===== config.mk =====
export PLATFORM = sky130hd
export DESIGN_NAME = tos_timer_top
export DESIGN_NICKNAME = d
export VERILOG_FILES = /design/src/pkg/tos_pkg.sv /design/src/verilog/tos_prescaler.sv /design/src/verilog/tos_edge_detect.sv /design/src/verilog/tos_timer_top.sv
export SDC_FILE = /design/constraint.sdc
export NUM_CORES = 1
export LEC_CHECK = 0
export ABC_AREA = 0
export BUFFER_PORTS_ARGS = -buffer_cell sky130_fd_sc_hd__clkbuf_2
export CAP_MARGIN = 20
export CORE_UTILIZATION = 55
export DETAILED_ROUTE_END_ITERATION = 10
export PLACE_DENSITY = 0.8
export SYNTH_ARGS = -nofsm -noshare
export SYNTH_HDL_FRONTEND = slang
export SYNTH_SLANG_ARGS = --single-unit

===== constraint.sdc =====
create_clock -name mclk_in -period 2.95 [get_ports mclk_in]
set_input_delay 0.295 -clock mclk_in [delete_from_list [all_inputs] [get_ports mclk_in]]
set_output_delay 0.295 -clock mclk_in [all_outputs]
set_load 0.1 [all_outputs]

===== src/pkg/tos_pkg.sv =====
// package of constants and types for the one-shot / monostable timer
package tos_pkg;

  // ----------------------------------------------------------------
  // register map (byte addresses)
  // ----------------------------------------------------------------
  localparam int unsigned TOS_ADDR_W      = 5;
  localparam logic [4:0]  TOS_OFS_CTRL    = 5'h00;
  localparam logic [4:0]  TOS_OFS_PERIOD  = 5'h04;
  localparam logic [4:0]  TOS_OFS_COMPARE = 5'h08;
  localparam logic [4:0]  TOS_OFS_COUNT   = 5'h0C;
  localparam logic [4:0]  TOS_OFS_STATUS  = 5'h10;

  // ----------------------------------------------------------------
  // field positions
  // ----------------------------------------------------------------
  localparam int unsigned TOS_CTRL_RUN_BIT  = 0;
  localparam int unsigned TOS_CTRL_MODE_LSB = 8;
  localparam int unsigned TOS_CTRL_PSC_LSB  = 16;
  localparam int unsigned TOS_MODE_W        = 5;
  localparam int unsigned TOS_PSC_W         = 4;
  localparam int unsigned TOS_STAT_DRIVE    = 0;
  localparam int unsigned TOS_STAT_ACTIVE   = 1;
  localparam int unsigned TOS_STAT_PAUSED   = 2;

  // ----------------------------------------------------------------
  // mode codes and reset values
  // ----------------------------------------------------------------
  localparam logic [4:0] TOS_MODE_ONE_SHOT  = 5'h08;
  localparam logic [4:0] TOS_MODE_MONO_RISE = 5'h11;
  localparam logic [4:0] TOS_MODE_MONO_FALL = 5'h12;
  localparam logic [4:0] TOS_MODE_MONO_BOTH = 5'h13;
  localparam logic [4:0] TOS_MODE_RST       = 5'h00;
  localparam logic [3:0] TOS_PSC_RST        = 4'h0;
  localparam int unsigned TOS_CNT_W_DEF     = 8;

  typedef enum logic [2:0] {
    TOS_ST_IDLE  = 3'b001,
    TOS_ST_RUN   = 3'b010,
    TOS_ST_PAUSE = 3'b100
  } tos_state_t;

endpackage


===== src/verilog/tos_prescaler.sv =====
// timer clock enable divider: one pulse every 2**select cycles
`timescale 1ns/1ns
module tos_prescaler #(
  parameter int unsigned SEL_W = 4
) (
  // clock and reset
  input  wire logic             mclk_in,
  input  wire logic             nrst_in,
  // divider select and tick
  input  wire logic [SEL_W-1:0] psc_sel_in,
  output logic                  tick_out
);
  import tos_pkg::*;

  localparam int unsigned DIV_W = 1 << SEL_W;

  if (SEL_W < 1 || SEL_W > 5) begin : g_chk
    $error("tos_prescaler: SEL_W out of range");
  end

  logic [DIV_W-1:0] div_reg;
  logic [DIV_W-1:0] div_next;
  logic             tick_reg;
  logic             tick_next;
  logic [DIV_W-1:0] mask;

  // ----------------------------------------------------------------
  // divider
  // ----------------------------------------------------------------
  // free running, so a select change takes effect within one period
  always_comb begin
    mask      = DIV_W'((DIV_W'(1) << psc_sel_in) - DIV_W'(1));
    div_next  = DIV_W'(div_reg + DIV_W'(1));
    tick_next = ((div_reg & mask) == mask);
  end

  always_ff @(posedge mclk_in or negedge nrst_in) begin
    if (!nrst_in) begin
      div_reg  <= '0;
      tick_reg <= 1'b0;
    end else begin
      div_reg  <= div_next;
      tick_reg <= tick_next;
    end
  end

  assign tick_out = tick_reg;

endmodule // tos_prescaler


===== src/verilog/tos_edge_detect.sv =====
// edge detector for the external trigger input
`timescale 1ns/1ns
module tos_edge_detect (
  // clock and reset
  input  wire logic mclk_in,
  input  wire logic nrst_in,
  // trigger level and edges
  input  wire logic sig_in,
  output logic      rise_out,
  output logic      fall_out
);
  import tos_pkg::*;

  logic cur_reg;
  logic cur_next;
  logic prev_reg;
  logic prev_next;

  // ----------------------------------------------------------------
  // edge pipeline
  // ----------------------------------------------------------------
  // both taps are registered, so edges show one cycle after the pin
  always_comb begin
    cur_next  = sig_in;
    prev_next = cur_reg;
  end

  always_ff @(posedge mclk_in or negedge nrst_in) begin
    if (!nrst_in) begin
      cur_reg  <= 1'b0;
      prev_reg <= 1'b0;
    end else begin
      cur_reg  <= cur_next;
      prev_reg <= prev_next;
    end
  end

  assign rise_out = cur_reg & ~prev_reg;
  assign fall_out = ~cur_reg & prev_reg;

endmodule // tos_edge_detect


===== src/verilog/tos_timer_top.sv =====
// one-shot and edge-triggered monostable timer with pulse drive output
//
// Contract
// - mode value 01000 selects software-start one-shot operation.
// - in one-shot, a period match resets the counter and clears the run bit.
// - clearing run mid-cycle pauses the counter, setting it again resumes.
// - in one-shot, the pulse drive goes active at the edge where run is set.
// - in one-shot, the pulse drive ends when the count equals the compare value.
// - clearing run while the drive is active lengthens the drive.
// - run cleared between compare and period match keeps the drive off and only delays the match.
// - after a completed one-shot cycle the drive stays off until run is set.
// - a new one-shot cycle begins only from run set after a period match.
// - in monostable, with run set, a qualifying trigger edge starts counting.
// - in monostable, the counter stops incrementing at the period match.
// - mode 10001 starts on rising, 10010 on falling, 10011 on either edge.
// - in monostable the drive goes active on the starting edge, never at match.
// - trigger edges during a monostable count do not affect the drive.
`timescale 1ns/1ns
module tos_timer_top #(
  parameter int unsigned CNT_W = tos_pkg::TOS_CNT_W_DEF
) (
  // clock and reset
  input  wire logic                           mclk_in,
  input  wire logic                           nrst_in,
  // avalon-mm slave
  input  wire logic [tos_pkg::TOS_ADDR_W-1:0] avs_address_in,
  input  wire logic                           avs_read_in,
  input  wire logic                           avs_write_in,
  input  wire logic [31:0]                    avs_writedata_in,
  input  wire logic [3:0]                     avs_byteenable_in,
  output logic [31:0]                         avs_readdata_out,
  output logic                                avs_waitrequest_out,
  // trigger and drive
  input  wire logic                           trig_in,
  output logic                                pwm_drive_out,
  output logic                                period_match_out
);
  import tos_pkg::*;

  if (CNT_W < 2 || CNT_W > 16) begin : g_chk
    $error("tos_timer_top: CNT_W out of range");
  end

  // ----------------------------------------------------------------
  // declarations
  // ----------------------------------------------------------------
  logic                  ack_reg;
  logic                  ack_next;
  logic [31:0]           rdata_reg;
  logic [31:0]           rdata_next;
  logic                  run_reg;
  logic                  run_next;
  logic [4:0]            mode_reg;
  logic [4:0]            mode_next;
  logic [3:0]            psc_reg;
  logic [3:0]            psc_next;
  logic [CNT_W-1:0]      period_reg;
  logic [CNT_W-1:0]      period_next;
  logic [CNT_W-1:0]      compare_reg;
  logic [CNT_W-1:0]      compare_next;
  logic [CNT_W-1:0]      count_reg;
  logic [CNT_W-1:0]      count_next;
  logic                  pwm_end_reg;
  logic                  pwm_end_next;
  logic                  drive_reg;
  logic                  drive_next;
  logic                  match_reg;
  logic                  match_next;
  tos_state_t            state_reg;
  tos_state_t            state_next;
  logic                  req;
  logic                  wr_go;
  logic                  ctrl_wr;
  logic                  run_wr;
  logic                  mode_wr;
  logic [31:0]           wmerged;
  logic [31:0]           rd_word;
  logic                  tick;
  logic                  trig_rise;
  logic                  trig_fall;
  logic                  trig_go;
  logic                  is_os;
  logic                  is_mono;
  logic                  counting;
  logic                  hit_period;
  logic                  hit_compare;

  // ----------------------------------------------------------------
  // helpers
  // ----------------------------------------------------------------
  tos_prescaler #(
    .SEL_W      (TOS_PSC_W)
  ) u_psc (
    .mclk_in    (mclk_in),
    .nrst_in    (nrst_in),
    .psc_sel_in (psc_reg),
    .tick_out   (tick)
  );

  tos_edge_detect u_edge (
    .mclk_in  (mclk_in),
    .nrst_in  (nrst_in),
    .sig_in   (trig_in),
    .rise_out (trig_rise),
    .fall_out (trig_fall)
  );

  // ----------------------------------------------------------------
  // avalon slave: one wait state on every access
  // ----------------------------------------------------------------
  assign req                 = avs_read_in | avs_write_in;
  assign avs_waitrequest_out = req & ~ack_reg;
  assign wr_go               = avs_write_in & ack_reg;
  assign ctrl_wr             = wr_go & (avs_address_in == TOS_OFS_CTRL);
  assign run_wr              = ctrl_wr & avs_byteenable_in[0];
  assign mode_wr             = ctrl_wr & avs_byteenable_in[1];

  always_comb begin
    rd_word = 32'h0000_0000;
    for (int i = 0; i < 4; i++) begin
      wmerged[i*8 +: 8] = avs_byteenable_in[i] ? avs_writedata_in[i*8 +: 8]
                                               : 8'h00;
    end
    case (avs_address_in)
      TOS_OFS_CTRL: begin
        rd_word[TOS_CTRL_RUN_BIT]               = run_reg;
        rd_word[TOS_CTRL_MODE_LSB +: TOS_MODE_W] = mode_reg;
        rd_word[TOS_CTRL_PSC_LSB +: TOS_PSC_W]   = psc_reg;
      end
      TOS_OFS_PERIOD:  rd_word[CNT_W-1:0] = period_reg;
      TOS_OFS_COMPARE: rd_word[CNT_W-1:0] = compare_reg;
      TOS_OFS_COUNT:   rd_word[CNT_W-1:0] = count_reg;
      TOS_OFS_STATUS: begin
        rd_word[TOS_STAT_DRIVE]  = drive_reg;
        rd_word[TOS_STAT_ACTIVE] = (state_reg != TOS_ST_IDLE);
        rd_word[TOS_STAT_PAUSED] = (state_reg == TOS_ST_PAUSE);
      end
      default: rd_word = 32'h0000_0000;
    endcase
    ack_next   = req & ~ack_reg;
    rdata_next = (avs_read_in & ~ack_reg) ? rd_word : rdata_reg;
  end

  always_ff @(posedge mclk_in or negedge nrst_in) begin
    if (!nrst_in) begin
      ack_reg   <= 1'b0;
      rdata_reg <= 32'h0000_0000;
    end else begin
      ack_reg   <= ack_next;
      rdata_reg <= rdata_next;
    end
  end

  assign avs_readdata_out = rdata_reg;

  // ----------------------------------------------------------------
  // mode decode and trigger qualification
  // ----------------------------------------------------------------
  assign is_os   = (mode_reg == TOS_MODE_ONE_SHOT);
  assign is_mono = (mode_reg == TOS_MODE_MONO_RISE) |
                   (mode_reg == TOS_MODE_MONO_FALL) |
                   (mode_reg == TOS_MODE_MONO_BOTH);
  assign trig_go = ((mode_reg == TOS_MODE_MONO_RISE) & trig_rise) |
                   ((mode_reg == TOS_MODE_MONO_FALL) & trig_fall) |
                   ((mode_reg == TOS_MODE_MONO_BOTH) & (trig_rise | trig_fall));
  assign counting    = (state_reg == TOS_ST_RUN) & run_reg & tick;
  assign hit_period  = counting & (count_reg == period_reg);
  assign hit_compare = counting & (count_reg == compare_reg);

  // ----------------------------------------------------------------
  // timer state
  // ----------------------------------------------------------------
  always_comb begin
    mode_next    = mode_wr ? wmerged[TOS_CTRL_MODE_LSB +: TOS_MODE_W] : mode_reg;
    psc_next     = psc_reg;
    period_next  = period_reg;
    compare_next = compare_reg;
    if (ctrl_wr && avs_byteenable_in[2]) begin
      psc_next = wmerged[TOS_CTRL_PSC_LSB +: TOS_PSC_W];
    end
    if (wr_go && avs_address_in == TOS_OFS_PERIOD) begin
      period_next = wmerged[CNT_W-1:0];
    end
    if (wr_go && avs_address_in == TOS_OFS_COMPARE) begin
      compare_next = wmerged[CNT_W-1:0];
    end
    run_next     = run_wr ? wmerged[TOS_CTRL_RUN_BIT] : run_reg;
    state_next   = state_reg;
    count_next   = count_reg;
    pwm_end_next = pwm_end_reg;
    match_next   = 1'b0;
    case (state_reg)
      TOS_ST_IDLE: begin
        // a cycle can only open here; the written mode counts, so mode and run
        // set by one write start the drive at that same edge
        if ((mode_next == TOS_MODE_ONE_SHOT) && run_next) begin
          state_next   = TOS_ST_RUN;
          count_next   = '0;
          pwm_end_next = 1'b0;
        end else if (is_mono && run_reg && trig_go) begin
          state_next   = TOS_ST_RUN;
          count_next   = '0;
          pwm_end_next = 1'b0;
        end
      end
      TOS_ST_RUN: begin
        if (hit_compare) begin
          pwm_end_next = 1'b1;
        end
        if (hit_period) begin
          match_next = 1'b1;
          state_next = TOS_ST_IDLE;
          if (is_os) begin
            count_next = '0;
            // a software write in the same cycle wins over the hardware clear
            if (!run_wr) begin
              run_next = 1'b0;
            end
          end
        end else if (counting) begin
          count_next = CNT_W'(count_reg + CNT_W'(1));
        end
        // edges are ignored here, so a running count is never restarted
        if (!hit_period && !run_next) begin
          state_next = TOS_ST_PAUSE;
        end
      end
      TOS_ST_PAUSE: begin
        if (run_next) begin
          state_next = TOS_ST_RUN;
        end
      end
      default: state_next = TOS_ST_IDLE;
    endcase
    // judged on the written mode, so leaving the timer modes stops at once
    if (!(mode_next inside {TOS_MODE_ONE_SHOT, TOS_MODE_MONO_RISE, TOS_MODE_MONO_FALL,
                            TOS_MODE_MONO_BOTH})) begin
      state_next = TOS_ST_IDLE;
    end
    // drive follows the cycle, so a pause stretches it by the pause time
    drive_next = (state_next != TOS_ST_IDLE) & ~pwm_end_next;
  end

  always_ff @(posedge mclk_in or negedge nrst_in) begin
    if (!nrst_in) begin
      run_reg     <= 1'b0;
      mode_reg    <= TOS_MODE_RST;
      psc_reg     <= TOS_PSC_RST;
      period_reg  <= '1;
      compare_reg <= '0;
      count_reg   <= '0;
      pwm_end_reg <= 1'b0;
      drive_reg   <= 1'b0;
      match_reg   <= 1'b0;
      state_reg   <= TOS_ST_IDLE;
    end else begin
      run_reg     <= run_next;
      mode_reg    <= mode_next;
      psc_reg     <= psc_next;
      period_reg  <= period_next;
      compare_reg <= compare_next;
      count_reg   <= count_next;
      pwm_end_reg <= pwm_end_next;
      drive_reg   <= drive_next;
      match_reg   <= match_next;
      state_reg   <= state_next;
    end
  end

  assign pwm_drive_out    = drive_reg;
  assign period_match_out = match_reg;
endmodule // tos_timer_top


==> metrics.md <==
| Metric | Value |
|---|---|
| Sequential cell area fraction in the yosys report | `between 40% and 50%` |
| Total track usage | `approximately 24%` |
| Vias in the first global route | `~3000` |
| Peak VDD IR | `roughly 0.00034 V` |
| Worst Hold Class | `input port to flip-flop` |
| Port Buf Inserts | `between 40 and 50` |
| Worst setup path startpoint | `psc_reg[2]` |
| Minimum clock period | `between 2 and 2.5 ns` |
| 1st-iter DRT viols | `257` |
| Max FFs per register | `17` |
| Synth Flop Type | `dfrtp_1` |
| Routability cong. | `~0.88` |
| Clk pwr share | `between 30% and 40%` |
| Critical path class | `flip-flop to flip-flop` |
| Detailed Place HPWL | `roughly 6400 microns` |
| Skew-Pair Late Insertion Delay | `0.36 ns` |
| DRC | `0` |
| Synthesized area | `4150 sq um` |
| FP Rows | `31` |
| DIE AREA | `7890 sq um` |
| Cell Int Power | `between 1500 and 2000 uW` |
| Maximum clock rate | `402 MHz` |
| Pre-antenna DRT Iters | `5` |
| Clock sink count | `76` |
| Finish-stage setup viols | `0` |
| Share of layout cells above drive strength 1 | `between 20 and 25%` |
| Initial antenna violation count | `0` |
| Share of synthesized flip-flops with an asynchronous set or reset | `100%` |
| Worst Path Arrival | `between 2 and 3 ns` |
| Max_cap viols | `0` |
| CTS resizes | `0` |
| N_diodes | `0` |
| WHS | `between 0.03 and 0.04 ns` |
| Period utilization | `between 80% and 90%` |
| Min-delay src | `trig_in` |
| Crit path cell chain | `or4_1 > ha_1 > nor2b_1 > a22oi_1 > o22a_1 > o211ai_1 > nor4_1` |
| Final Hold Viols | `0` |
| Synth warn | `0` |
| Drt via density | `around 5.7` |
| CTS tree | `built` |
| Commonest non-fill, non-tap cell in the layout | `dfrtp_1` |
| Hold_buf cts | `0` |
| Worst Max-Slew Pin Slew | `0.918 ns` |
| Critical path's top delay family | `simple AND/OR/NAND/NOR gates` |
| Number of I/O pins | `81` |
| P_leak | `~0.0023 uW` |
| Worst setup EP type | `flip-flop` |
| Largest net degree at the start of global routing | `77` |
| Global route overflow | `0` |
| CTS Root Cell | `clkbuf_8` |
| CTS H-tree depth | `3` |
| Routed WL | `between 8000 and 9000 microns` |
| Max clock buf depth | `2` |
| Clock skew | `0.0114 ns` |
| Area Overhead vs Synth | `12.7%` |
| WL/cell | `approximately 15 microns` |
| Post-synth cell types | `55` |
| Starting Density | `57.2%` |
| NetSw | `roughly 800 uW` |
| Most frequent cells in the layout | `dfrtp_1, nand2_1, clkbuf_2` |
| First-pass GRT wire length | `approximately 15000 microns` |
| Die Wd | `about 89 microns` |
| Avg Inst Size Synth | `roughly 9.6 sq um` |
| Sw Ratio | `a little under 30%` |
| Final Max Tran Viols | `0` |
| Clock slew at reported path FFs | `approximately 0.080 ns` |
| Fill cells | `just under 600` |
| PwrDens | `~560 nW/um^2` |
| Buf/Inv on CP | `0` |
| Critical path required time | `3.19 ns` |
| Slowest-stage cell, CP | `or4_1` |
| Status | `completed` |
| Critical Path Max Stage Delay | `about 0.55 ns` |
| Syn Inst Count | `roughly 430` |
| Post-route setup TNS | `0 ns` |
| Worst reg-to-reg setup slack | `approximately 0.46 ns` |
| RSZ-0062 raised after global routing | `false` |
| Max-slew headroom | `around two fifths` |
| Core area | `~7300 sq um` |
| Crit-path max FO | `11` |
| Crit path launch type | `flip-flop` |
| Seq cells post-synth | `76` |
| Post-synth EDFFs | `0` |
| Comb pwr share | `a little under a fifth` |
| Final nets | `530` |
| Die height | `roughly 89 microns` |
| Flop pwr share | `~45%` |
| Via count | `3328` |
| Final core utilization | `64.4%` |
| FF-to-FF Start | `psc_reg[2]` |
| Post-CTS setup repair buffer count | `0` |
| CTS Buf Count | `9` |
| Antenna Nets Post-Route | `0` |
==> cells in the mapped netlist (2+ instances only) <==
library cell	number	share of area, %
a211o_1	3	0.63
a211oi_1	2	0.36
a21o_1	4	0.72
a21oi_1	10	1.2
a221o_1	2	0.48
a22o_1	11	2.3
a22oi_1	9	1.6
and2_1	3	0.45
and3_1	8	1.2
buf_4	15	2.7
clkbuf_1	22	2.0
dfrtp_1	67	40
dfstp_2	9	5.7
ha_1	5	1.5
inv_1	14	1.3
mux2_2	9	2.4
mux2i_1	4	0.97
nand2_1	49	4.4
nand2b_1	8	1.2
nand3_1	20	2.4
nand3b_1	4	0.72
nand4_1	4	0.60
nor2_1	20	1.8
nor2b_1	5	0.75
nor3_1	10	1.2
nor3b_1	4	0.72
nor4_1	4	0.60
nor4b_1	3	0.63
o21a_1	2	0.36
o21ai_0	43	5.2
o22a_1	3	0.63
o22ai_1	3	0.45
o31ai_1	2	0.36
or2_2	3	0.45
xnor2_1	17	3.6
xor2_1	14	3.0
==> routing by layer <==
metal  global-route usage [%]  routed length, microns
met2                     38.2                    4230
met1                     34.0                    3990
met4                     5.43                      84
met5                        0                       0
met3                     6.90                     491
==> final timing paths <==
| kind | end | cells past startpoint |
|---|---|---|
| min in group asynchronous | compare_reg[6] | 1 |
| hold reg to reg | u_edge.prev_reg | 0 |
| setup reg to reg | u_psc.tick_out | 7 |
| max in group asynchronous | avs_readdata_out[19] | 1 |
| setup / recovery | u_psc.tick_out | 7 |
| hold / removal | u_edge.cur_reg | 1 |
==> logic make-up after synthesis <==
| kind of cell | share of synthesized area, % |
|---|---|
| simple gates | 19.1 |
| mux | 3.41 |
| fa+ha+maj | 1.51 |
| xor+xnor | 6.55 |
| other cells | 0.0905 |
| compound gates | 17.0 |
| flops | 46.2 |
| buf+inv | 6.25 |
==> power groups by stage <==
stage | Combinational (uW) | Sequential (uW) | Clock (uW)
finish | 488 | 1180 | 955
global route | 531 | 1190 | 1010
CTS | 486 | 1180 | 969
detailed placement | 482 | 1200 | 0
global placement | 471 | 1190 | 0
floorplan | 358 | 1210 | 0
==> metrics by stage <==
stage	power (uW)	cell area (sq um)	worst slack (ns)	std cells
2_1_floorplan	1570	4200	0.519	448
3_3_place_gp	1670	4430	0.554	567
3_5_place_dp	1680	4430	0.525	567
4_1_cts	2630	4670	0.492	583
5_1_grt	2730	4670	0.309	583
6_report	2620	4670	0.462	583
==> final cells by class <==
class / instances / area (sq um) / area share (%)
Multi-Input combinational cell: 320 / 2030 / 43.4
Clock inverter: 6 / 113 / 2.41
Timing Repair Buffer: 58 / 315 / 6.75
Clock buffer: 10 / 128 / 2.73
Tap cell: 99 / 124 / 2.65
Inverter: 14 / 52.6 / 1.13
Sequential cell: 76 / 1910 / 41.0
Note: power is estimated with default switching activity, not from simulation.
